$ cat config.mk
export PLATFORM = sky130hd
export DESIGN_NAME = triggered_input_logger
export DESIGN_NICKNAME = d
export VERILOG_FILES = /design/src/logic/logger_pkg.sv /design/src/logic/triggered_input_logger.sv /design/src/logic/pin_sync.sv /design/src/logic/quad_counter.sv
export VERILOG_INCLUDE_DIRS = /design/src /design/src/logic
export SDC_FILE = /design/constraint.sdc
export NUM_CORES = 2
export LEC_CHECK = 0
export BUFFER_PORTS_ARGS = -buffer_cell sky130_fd_sc_hd__buf_2
export CAP_MARGIN = 10
export CORE_UTILIZATION = 45
export CTS_BUF_LIST = sky130_fd_sc_hd__clkbuf_4 sky130_fd_sc_hd__clkbuf_8 sky130_fd_sc_hd__clkbuf_16
export CTS_CLUSTER_DIAMETER = 120
export DETAILED_ROUTE_END_ITERATION = 12
export PLACE_DENSITY = 0.61
export SLEW_MARGIN = 25
export SYNTH_ARGS = -nofsm -noshare
export SYNTH_HDL_FRONTEND = slang
export SYNTH_HIERARCHICAL = 1
export SYNTH_SLANG_ARGS = --single-unit
$ cat constraint.sdc
create_clock -name hclk -period 5.01 [get_ports hclk]
set_clock_uncertainty 0.05 [all_clocks]
set_input_delay 0.501 -clock hclk [delete_from_list [all_inputs] [get_ports hclk]]
set_output_delay 0.501 -clock hclk [all_outputs]
set_load 0.05 [all_outputs]
$ cat src/logic/logger_map.svh
`ifndef LOGGER_MAP_SVH
`define LOGGER_MAP_SVH
// register byte addresses
`define A_RUN_CTRL 32'h1000_9000
`define A_XFER_CTRL 32'h1000_A000
`define A_TRIG_CTRL 32'h1000_B300
`define A_SYS_CTRL 32'h1000_C000
`define A_TRIG_SEL 32'h1000_C004
`define A_POST_LO 32'h1000_C008
`define A_POST_HI 32'h1000_C00C
`define A_AREA 32'h1000_C010
`define A_STATE 32'h1000_C014
`define A_SYS_FLAG 32'h1000_C018
`define A_CNT_LO 32'h1000_C01C
`define A_CNT_HI 32'h1000_C020
`define A_INT_STAT 32'h1000_C024
`define A_INT_CLR 32'h1000_C028
`define A_INT_EN 32'h1000_C02C
`define A_QSEL0 32'h1000_C040
`define A_QVAL0 32'h1000_C060
// field positions
`define B_LOG_START 0
`define B_XFER 1
`define B_USER_TRIG 1
`define B_RUN 0
`define B_FLAG_DONE 2
`define B_INT_DONE 0
`define B_INT_TRIG 1
`define B_HOST_DONE 2
// values
`define TRIG_SEL_USER 16'h0015
`define RST_AREA 16'h0001
`define RST_REG 16'h0000
`define ST_IDLE 16'h0000
`define ST_PRE 16'h0010
`define ST_POST 16'h0410
`define ST_DONE 16'h0500
`define CS_LOG 2'h1
`define REC_SHIFT 6
`define AREA_REC_SHIFT 9
// timing
`define CLK_NS 8
`define SAMPLE_NS 1000
`define SAMPLE_CYC ((`SAMPLE_NS + `CLK_NS - 1) / `CLK_NS)
`endif

$ cat src/logic/logger_pkg.sv
package logger_pkg;
  typedef enum logic [3:0] {
    S_IDLE = 4'b0001,
    S_PRE = 4'b0010,
    S_POST = 4'b0100,
    S_DONE = 4'b1000
  } log_state_t;
  typedef logic [15:0] reg16_t;
endpackage : logger_pkg

$ cat src/logic/triggered_input_logger.sv
// Design decision made here: the AHB-Lite register port.
`timescale 1ns/1ps
`include "logger_map.svh"
module triggered_input_logger
  import logger_pkg::*;
#(
  parameter int BOARDS = 6,
  parameter int BITS = 8,
  parameter logic [15:0] SAMPLE_CYC = 16'(`SAMPLE_CYC)
) (
  // clock and reset
  input wire logic hclk,
  input wire logic hresetn,
  // ahb-lite slave
  input wire logic hsel,
  input wire logic [31:0] haddr,
  input wire logic [1:0] htrans,
  input wire logic hwrite,
  input wire logic [2:0] hsize,
  input wire logic [31:0] hwdata,
  input wire logic hready,
  output logic hreadyout,
  output logic [31:0] hrdata,
  output logic hresp,
  // boards
  input wire logic [BOARDS*BITS-1:0] board_input_bits,
  output logic [2:0] base_board_reset_n,
  output logic ext_board_reset_n,
  output logic [BOARDS*BITS-1:0] board_output_bits,
  output logic [BOARDS-1:0] board_output_clock,
  // record write port
  output logic mem_wr_valid,
  input wire logic mem_wr_ready,
  output logic [1:0] mem_wr_cs,
  output logic [27:0] mem_wr_addr,
  output logic [511:0] mem_wr_data,
  // interrupts
  output logic [2:0] host_interrupt_lines,
  output logic irq
);
  ////////////////////////////////////////////////////////////////////////
  // helpers
  function automatic logic pick(input logic [BITS-1:0] bits,
                                input logic [7:0] idx);
    pick = 1'b0;
    for (int i = 0; i < BITS; i++) begin
      if (idx == 8'(i + 1)) begin
        pick = bits[i];
      end
    end
  endfunction : pick
  function automatic reg16_t state_code(input log_state_t s);
    unique case (s)
      S_IDLE: state_code = `ST_IDLE;
      S_PRE: state_code = `ST_PRE;
      S_POST: state_code = `ST_POST;
      S_DONE: state_code = `ST_DONE;
    endcase
  endfunction : state_code
  ////////////////////////////////////////////////////////////////////////
  // state
  logic d_sel;
  logic d_write;
  logic [31:0] d_addr;
  reg16_t run_ctrl;
  reg16_t xfer_ctrl;
  reg16_t trig_pend;
  reg16_t trig_act;
  reg16_t trig_sel;
  reg16_t post_lo;
  reg16_t post_hi;
  reg16_t area;
  reg16_t sys_flag;
  reg16_t qsel_pend [BOARDS];
  reg16_t qsel_act [BOARDS];
  logic sys_run;
  logic trig_prev;
  logic [1:0] int_stat;
  logic [1:0] int_en;
  log_state_t state;
  logic [15:0] tick_cnt;
  logic sample_due;
  logic [31:0] post_left;
  logic [31:0] sample_cnt;
  logic [21:0] rec_idx;
  logic [BOARDS*BITS-1:0] in_sync;
  logic [31:0] qcount [BOARDS];
  logic [BOARDS-1:0] qa;
  logic [BOARDS-1:0] qb;
  logic [16*BOARDS-1:0] qsel_act_flat;
  logic [31:0] next_hrdata;
  logic next_d_sel;
  logic next_d_write;
  logic [31:0] next_d_addr;
  reg16_t next_run_ctrl, next_xfer_ctrl, next_trig_pend, next_trig_act;
  reg16_t next_trig_sel, next_post_lo, next_post_hi, next_area;
  reg16_t next_sys_flag;
  reg16_t next_qsel_pend [BOARDS];
  reg16_t next_qsel_act [BOARDS];
  logic next_sys_run, next_irq;
  logic [1:0] next_int_stat, next_int_en, int_set;
  log_state_t next_state;
  logic [15:0] next_tick_cnt;
  logic next_sample_due, next_mem_wr_valid;
  logic [31:0] next_post_left, next_sample_cnt;
  logic [21:0] next_rec_idx, rec_limit;
  logic [27:0] next_mem_wr_addr;
  logic [511:0] next_mem_wr_data;
  logic [2:0] next_host;
  logic wr_en, xfer_go, trig_edge, trig_take, issue, log_go;
  ////////////////////////////////////////////////////////////////////////
  // pins and counters
  pin_sync #(.W(BOARDS*BITS)) u_sync (
    .hclk(hclk),
    .hresetn(hresetn),
    .pin(board_input_bits),
    .sync(in_sync)
  );
  for (genvar b = 0; b < BOARDS; b++) begin : g_cnt
    assign qa[b] = pick(in_sync[b*BITS +: BITS], qsel_act[b][7:0]);
    assign qb[b] = pick(in_sync[b*BITS +: BITS], qsel_act[b][15:8]);
    assign qsel_act_flat[16*b +: 16] = qsel_act[b];
    quad_counter u_cnt (
      .hclk(hclk),
      .hresetn(hresetn),
      .clear(!sys_run),
      .phase_a(qa[b]),
      .phase_b(qb[b]),
      .count(qcount[b])
    );
  end
  ////////////////////////////////////////////////////////////////////////
  // bus, registers and logging
  assign wr_en = d_sel && d_write;
  assign xfer_go = wr_en && d_addr == `A_XFER_CTRL && hwdata[`B_XFER];
  assign trig_edge = trig_act[`B_USER_TRIG] && !trig_prev;
  assign trig_take = trig_edge && trig_sel == `TRIG_SEL_USER
    && state == S_PRE;
  assign log_go = wr_en && d_addr == `A_RUN_CTRL && hwdata[`B_LOG_START]
    && sys_run && state != S_PRE && state != S_POST;
  assign issue = sample_due && (!mem_wr_valid || mem_wr_ready)
    && (state == S_PRE || (state == S_POST && post_left != 32'h0));
  assign rec_limit = {area[12:0], 9'h000};
  always_comb begin
    next_d_sel = d_sel;
    next_d_write = d_write;
    next_d_addr = d_addr;
    next_hrdata = 32'h0000_0000;
    if (hready) begin
      next_d_sel = hsel && htrans[1];
      next_d_write = hwrite;
      next_d_addr = haddr;
      if (hsel && htrans[1] && !hwrite) begin
        unique case (haddr)
          `A_RUN_CTRL: next_hrdata = {16'h0000, run_ctrl};
          `A_XFER_CTRL: next_hrdata = {16'h0000, xfer_ctrl};
          `A_TRIG_CTRL: next_hrdata = {16'h0000, trig_pend};
          `A_SYS_CTRL: next_hrdata = {31'h0, sys_run};
          `A_TRIG_SEL: next_hrdata = {16'h0000, trig_sel};
          `A_POST_LO: next_hrdata = {16'h0000, post_lo};
          `A_POST_HI: next_hrdata = {16'h0000, post_hi};
          `A_AREA: next_hrdata = {16'h0000, area};
          `A_STATE: next_hrdata = {16'h0000, state_code(state)};
          `A_SYS_FLAG: next_hrdata = {16'h0000, sys_flag};
          `A_CNT_LO: next_hrdata = {16'h0000, sample_cnt[15:0]};
          `A_CNT_HI: next_hrdata = {16'h0000, sample_cnt[31:16]};
          `A_INT_STAT: next_hrdata = {30'h0, int_stat};
          `A_INT_EN: next_hrdata = {30'h0, int_en};
          default: begin
            for (int b = 0; b < BOARDS; b++) begin
              if (haddr == `A_QSEL0 + 32'(4 * b)) begin
                next_hrdata = {16'h0000, qsel_pend[b]};
              end
              if (haddr == `A_QVAL0 + 32'(4 * b)) begin
                next_hrdata = qcount[b];
              end
            end
          end
        endcase
      end
    end
    next_run_ctrl = run_ctrl;
    next_xfer_ctrl = xfer_ctrl;
    next_trig_pend = trig_pend;
    next_trig_sel = trig_sel;
    next_post_lo = post_lo;
    next_post_hi = post_hi;
    next_area = area;
    next_sys_run = sys_run;
    next_int_en = int_en;
    next_qsel_pend = qsel_pend;
    int_set = 2'b00;
    if (wr_en) begin
      unique case (d_addr)
        `A_RUN_CTRL: next_run_ctrl = hwdata[15:0];
        `A_XFER_CTRL: next_xfer_ctrl = hwdata[15:0];
        `A_TRIG_CTRL: next_trig_pend = hwdata[15:0];
        `A_SYS_CTRL: next_sys_run = hwdata[`B_RUN];
        `A_TRIG_SEL: next_trig_sel = hwdata[15:0];
        `A_POST_LO: next_post_lo = hwdata[15:0];
        `A_POST_HI: next_post_hi = hwdata[15:0];
        `A_AREA: next_area = hwdata[15:0];
        `A_INT_EN: next_int_en = hwdata[1:0];
        default: begin
          for (int b = 0; b < BOARDS; b++) begin
            if (d_addr == `A_QSEL0 + 32'(4 * b)) begin
              next_qsel_pend[b] = hwdata[15:0];
            end
          end
        end
      endcase
    end
    next_trig_act = trig_act;
    next_qsel_act = qsel_act;
    if (xfer_go) begin
      next_trig_act = trig_pend;
      next_qsel_act = qsel_pend;
    end
    next_state = state;
    next_tick_cnt = tick_cnt;
    next_sample_due = sample_due;
    next_post_left = post_left;
    next_sample_cnt = sample_cnt;
    next_rec_idx = rec_idx;
    next_sys_flag = sys_flag;
    next_host = host_interrupt_lines;
    next_mem_wr_valid = mem_wr_valid && !mem_wr_ready;
    next_mem_wr_addr = mem_wr_addr;
    next_mem_wr_data = mem_wr_data;
    if (state == S_PRE || state == S_POST) begin
      if (tick_cnt >= SAMPLE_CYC - 16'h1) begin
        next_tick_cnt = 16'h0000;
        next_sample_due = 1'b1;
      end else begin
        next_tick_cnt = tick_cnt + 16'h1;
      end
    end
    if (issue) begin
      next_sample_due = 1'b0;
      next_mem_wr_valid = 1'b1;
      next_mem_wr_addr = {rec_idx, 6'h00};
      next_mem_wr_data = '0;
      next_mem_wr_data[BOARDS*BITS-1:0] = in_sync;
      for (int b = 0; b < BOARDS; b++) begin
        next_mem_wr_data[BOARDS*BITS + 32*b +: 32] = qcount[b];
      end
      next_mem_wr_data[BOARDS*BITS + 32*BOARDS +: 32] = sample_cnt;
      next_sample_cnt = sample_cnt + 32'h1;
      next_rec_idx = (rec_idx + 22'h1 == rec_limit) ? 22'h0
        : rec_idx + 22'h1;
      if (state == S_POST) begin
        next_post_left = post_left - 32'h1;
      end
    end
    unique case (state)
      S_IDLE, S_DONE: begin
        if (log_go) begin
          next_state = S_PRE;
          next_tick_cnt = 16'h0000;
          next_sample_due = 1'b0;
          next_sample_cnt = 32'h0;
          next_rec_idx = 22'h0;
          next_sys_flag = 16'h0000;
          next_host[`B_HOST_DONE] = 1'b0;
        end
      end
      S_PRE: begin
        if (trig_take) begin
          next_state = S_POST;
          next_post_left = {post_hi, post_lo};
          int_set[`B_INT_TRIG] = 1'b1;
        end
      end
      S_POST: begin
        if (post_left == 32'h0 && !mem_wr_valid) begin
          next_state = S_DONE;
          next_sys_flag[`B_FLAG_DONE] = 1'b1;
          next_host[`B_HOST_DONE] = 1'b1;
          int_set[`B_INT_DONE] = 1'b1;
        end
      end
    endcase
    if (!sys_run) begin
      next_state = S_IDLE;
      next_sample_due = 1'b0;
    end
    next_int_stat = int_stat;
    if (wr_en && d_addr == `A_INT_CLR) begin
      next_int_stat = int_stat & ~hwdata[1:0];
    end
    next_int_stat = next_int_stat | int_set;
    next_irq = |(next_int_stat & next_int_en);
  end
  always_ff @(posedge hclk or negedge hresetn) begin
    if (!hresetn) begin
      d_sel <= 1'b0;
      d_write <= 1'b0;
      d_addr <= 32'h0000_0000;
      hrdata <= 32'h0000_0000;
      hreadyout <= 1'b0;
      hresp <= 1'b0;
      run_ctrl <= `RST_REG;
      xfer_ctrl <= `RST_REG;
      trig_pend <= `RST_REG;
      trig_act <= `RST_REG;
      trig_sel <= `RST_REG;
      post_lo <= `RST_REG;
      post_hi <= `RST_REG;
      area <= `RST_AREA;
      sys_flag <= `RST_REG;
      for (int b = 0; b < BOARDS; b++) begin
        qsel_pend[b] <= `RST_REG;
        qsel_act[b] <= `RST_REG;
      end
      sys_run <= 1'b0;
      trig_prev <= 1'b0;
      int_stat <= 2'b00;
      int_en <= 2'b00;
      irq <= 1'b0;
      state <= S_IDLE;
      tick_cnt <= 16'h0000;
      sample_due <= 1'b0;
      post_left <= 32'h0;
      sample_cnt <= 32'h0;
      rec_idx <= 22'h0;
      mem_wr_valid <= 1'b0;
      mem_wr_cs <= `CS_LOG;
      mem_wr_addr <= 28'h0;
      mem_wr_data <= '0;
      host_interrupt_lines <= 3'b000;
      base_board_reset_n <= 3'b000;
      ext_board_reset_n <= 1'b0;
      board_output_bits <= '0;
      board_output_clock <= '0;
    end else begin
      d_sel <= next_d_sel;
      d_write <= next_d_write;
      d_addr <= next_d_addr;
      hrdata <= next_hrdata;
      hreadyout <= 1'b1;
      hresp <= 1'b0;
      run_ctrl <= next_run_ctrl;
      xfer_ctrl <= next_xfer_ctrl;
      trig_pend <= next_trig_pend;
      trig_act <= next_trig_act;
      trig_sel <= next_trig_sel;
      post_lo <= next_post_lo;
      post_hi <= next_post_hi;
      area <= next_area;
      sys_flag <= next_sys_flag;
      qsel_pend <= next_qsel_pend;
      qsel_act <= next_qsel_act;
      sys_run <= next_sys_run;
      trig_prev <= trig_act[`B_USER_TRIG];
      int_stat <= next_int_stat;
      int_en <= next_int_en;
      irq <= next_irq;
      state <= next_state;
      tick_cnt <= next_tick_cnt;
      sample_due <= next_sample_due;
      post_left <= next_post_left;
      sample_cnt <= next_sample_cnt;
      rec_idx <= next_rec_idx;
      mem_wr_valid <= next_mem_wr_valid;
      mem_wr_cs <= `CS_LOG;
      mem_wr_addr <= next_mem_wr_addr;
      mem_wr_data <= next_mem_wr_data;
      host_interrupt_lines <= next_host;
      base_board_reset_n <= {3{next_sys_run}};
      ext_board_reset_n <= next_sys_run;
      board_output_bits <= '0;
      board_output_clock <= '0;
    end
  end
endmodule : triggered_input_logger

$ cat src/logic/pin_sync.sv
`timescale 1ns/1ps
module pin_sync #(
  parameter int W = 8
) (
  // clock and reset
  input wire logic hclk,
  input wire logic hresetn,
  // pins in, synchronised out
  input wire logic [W-1:0] pin,
  output logic [W-1:0] sync
);
  logic [W-1:0] meta;
  always_ff @(posedge hclk or negedge hresetn) begin
    if (!hresetn) begin
      meta <= '0;
      sync <= '0;
    end else begin
      meta <= pin;
      sync <= meta;
    end
  end
endmodule : pin_sync

$ cat src/logic/quad_counter.sv
`timescale 1ns/1ps
module quad_counter (
  // clock and reset
  input wire logic hclk,
  input wire logic hresetn,
  // control
  input wire logic clear,
  // phases, already synchronised
  input wire logic phase_a,
  input wire logic phase_b,
  // count
  output logic [31:0] count
);
  logic prev_a;
  logic prev_b;
  logic [31:0] next_count;
  always_comb begin
    next_count = count;
    if (clear) begin
      next_count = '0;
    end else if ((phase_a ^ prev_a) != (phase_b ^ prev_b)) begin
      // one phase moved: every edge counts, direction from phase order
      if (phase_a ^ prev_b) begin
        next_count = count + 32'h1;
      end else begin
        next_count = count - 32'h1;
      end
    end
  end
  always_ff @(posedge hclk or negedge hresetn) begin
    if (!hresetn) begin
      prev_a <= 1'b0;
      prev_b <= 1'b0;
      count <= '0;
    end else begin
      prev_a <= phase_a;
      prev_b <= phase_b;
      count <= next_count;
    end
  end
endmodule : quad_counter

==> results.cfg <==
[global_routing]
antenna_found_initial = 22
first_global_vias = 48600
grt_max_degree = 150
overflow = 0
use_met1 = 0.421
busiest_layer = met2
use_met2 = 0.458
grt_pass1_wl_mm = 312
grt_usage = 0.301
met3_usage = 0.0492

[finish]
drive_gt1_frac = 0.165
postLayoutCellArea_sq_mm = 0.0670
multi_input_area_sq_mm = 0.0293
regArea_sq_mm = 0.0271
syn2layout_area_growth_pct = 11.7
final_nets = 7082
n_fill_cell = 12400

[synthesis]
syn_inst = 6661
synthArstFlopShare = 1.00
netlist_top_cells_count = 1530 x nand2_1, 1080 x dfrtp_1, 474 x nor2_1, 324 x buf_4, 318 x clkbuf_1
yosys.area.top_type_share = 0.451
synth_flop_cell = dfrtp_1
synth_edf_count = 0
netlist_area_sq_mm = 0.0600
ys.warnings.count = 6
synth_most_common_cell = nand2_1
ys_seq_elements = 1082
seq_area_frac_synth = 0.451
synth.area.top_cells = dfrtp_1 45%, nand2_1 9.6%, mux2_2 4.5%
syn_area_per_cell_sq_um = 9.01
synth_cell_types = 109
synth_largest_area_cell = dfrtp_1

[timing]
slew_headroom = 0.174
min_period_over_period = 0.850
worst_slew_pin_slew_ns = 1.24
rsz0062_at_grt = no
setup-tns-final_ns = 0
hold_violations = 0
slew_violations = 0
fin_crit_ns = 4.26
holdWs_ns = 0.0855
max_freq_mhz = 235
finalSetupViolCount = 0

[cts]
cts.htree.levels = 3
post_cts_buffers = 0
cts_sinks = 1082
clk_latency_ns = 0.76
clk_path_buf_depth = 3
path_clk_slew_ns = 0.06
cts_tree = yes
clockRootBuffer = clkbuf_16
numCtsBuffers = 116

[die]
die_h_um = 367
num_rows = 133
dieArea_sq_mm = 0.135
die_w_um = 367
initial_utilization = 0.455
coreArea_sq_mm = 0.132
ios = 762

[worst_setup_path]
worstSetupStartpointType = flip-flop
path_max_fanout = 7
arrival_ns = 4.81
end_kind = flip-flop
cp.required_ns = 5.57
r2r_cells = 13
crit_type = flip-flop to flip-flop

[power_and_ir_drop]
peakVddDrop_mv = 0.282
powerDensity_mw_per_mm2 = 290
p_total_mw = 19.4
leakagePower_nw = 31.4

[routing]
ant_nets = 0
via_per_inst = 5.86
wl_per_cell_um = 23.6
first_iter_violations = 5721
wirelength_mm = 208
drc_errors = 0
via_count = 51600
dr.pass1.iters = 13

[job]
max_cap_violations = 0

[placement]
placed_cell_area_sq_mm = 0.0620
dp_hpwl_mm = 148
numPortBuffers = 436
place.gp.congestion = 0.959

[worst_hold_path]
whs_path_depth = 2
min_path_type = input pin to flip-flop

[run_status]
outcome = finished, final reports clean
[final timing paths]
check | from | end | slack, ns
setup / recovery | qsel_act[65] | g_cnt[1].u_cnt/count[24] | 0.75
setup reg to reg | qsel_act[65] | g_cnt[1].u_cnt/count[24] | 0.75
hold reg to reg | u_sync/meta[33] | u_sync/sync[33] | 0.29
max in group asynchronous | hresetn | g_cnt[2].u_cnt/count[23] | 3.11
min in group asynchronous | hresetn | mem_wr_data[226] | 0.34
hold / removal | haddr[0] | d_addr[0] | 0.09
[stage by stage]
step / cells / utilization / setup WS [ns]
6_report: 8798 / 0.508 / 0.751
5_1_grt: 8790 / 0.508 / 0.416
4_1_cts: 8788 / 0.508 / 0.791
3_5_place_dp: 8496 / 0.471 / 0.858
3_3_place_gp: 8496 / 0.471 / 0.876
2_1_floorplan: 6965 / - / 0.540
[critical path: stages, from the launching register on]
cell and delay, ns:
dfrtp_1 0.43, or4b_2 0.68, a221oi_1 0.44, buf_4 0.22, xor2_4 0.24, xnor2_1 0.10
ha_1 0.28, nor4_1 0.36, nand3_1 0.24, o22ai_1 0.52, or2_2 0.21, a41oi_1 0.12
xor2_1 0.16, nor2_1 0.05
[kinds of logic after synthesis]
kind of cell | Yosys count | synth area share
other | 2 | 0.000125
adder cells (fa/ha/maj) | 23 | 0.00480
buffers and inverters | 841 | 0.0817
flip-flops | 1082 | 0.451
multiplexers | 380 | 0.0703
XOR/XNOR | 255 | 0.0380
AND/OR/NAND/NOR | 3174 | 0.250
AO/OA/AOI/OAI | 904 | 0.104
[area by class of cell]
cell class              instances  share of cell area
multi-input cells            5042               0.437
clock buffers                 166              0.0521
well taps                    1755              0.0328
diodes                          9            0.000336
repair buffers                626              0.0595
inverters                      68             0.00392
flip-flops and latches       1082               0.404
clock inverters                50              0.0101
[layout by cell type (no fill, tap or decap), drive strengths merged, types with 27 or more instances in the layout]
| cell | instances |
|---|---|
| and2 | 40 |
| a21oi | 176 |
| inv | 70 |
| and3 | 43 |
| o22ai | 60 |
| a31oi | 41 |
| nand4 | 154 |
| nor4b | 47 |
| clkbuf | 166 |
| dfrtp | 1080 |
| xnor2 | 175 |
| or3 | 103 |
| xor2 | 80 |
| dlygate4sd3 | 76 |
| conb | 306 |
| nor4 | 121 |
| nor2 | 480 |
| or4 | 100 |
| nand2 | 1535 |
| o2111ai | 28 |
| nor3 | 231 |
| buf | 550 |
| clkinv | 27 |
| o21ai | 230 |
| mux2i | 127 |
| nand3 | 168 |
| a22oi | 36 |
| a222oi | 47 |
| a211oi | 40 |
| mux2 | 245 |
[sequential cells by signal, indices dropped and copies added (netlist names), 22 cells and up]
| signal | cells |
|---|---|
| d_addr | 32 |
| g_cnt.u_cnt/count | 192 |
| hrdata | 32 |
| mem_wr_addr | 22 |
| mem_wr_data | 272 |
| post_left | 32 |
| qsel_act | 96 |
| qsel_pend | 96 |
| rec_idx | 22 |
| sample_cnt | 32 |
| u_sync/meta | 48 |
| u_sync/sync | 48 |
[repair_timing]
action / in CTS / in global routing
gates resized for setup: 0 / 0
hold endpoints to repair: 143 / 0
hold buffers: 76 / 0
[power by group]
| part | leakage, nW | internal, mW | total, mW | switching (mW) |
|---|---|---|---|---|
| logic | 15.2 | 0.210 | 1.15 | 0.943 |
| registers | 14.2 | 8.86 | 8.98 | 0.121 |
| clock network | 2.06 | 5.48 | 9.27 | 3.80 |
[layer usage]
| metal | up-vias | wire, um |
|---|---|---|
| met3 | 395 | 16500 |
| met5 | - | 92 |
| met4 | 14 | 9330 |
| li1 | 23400 | - |
| met2 | 2250 | 92900 |
| met1 | 25500 | 88700 |
Note: power is estimated with default switching activity, not from simulation.
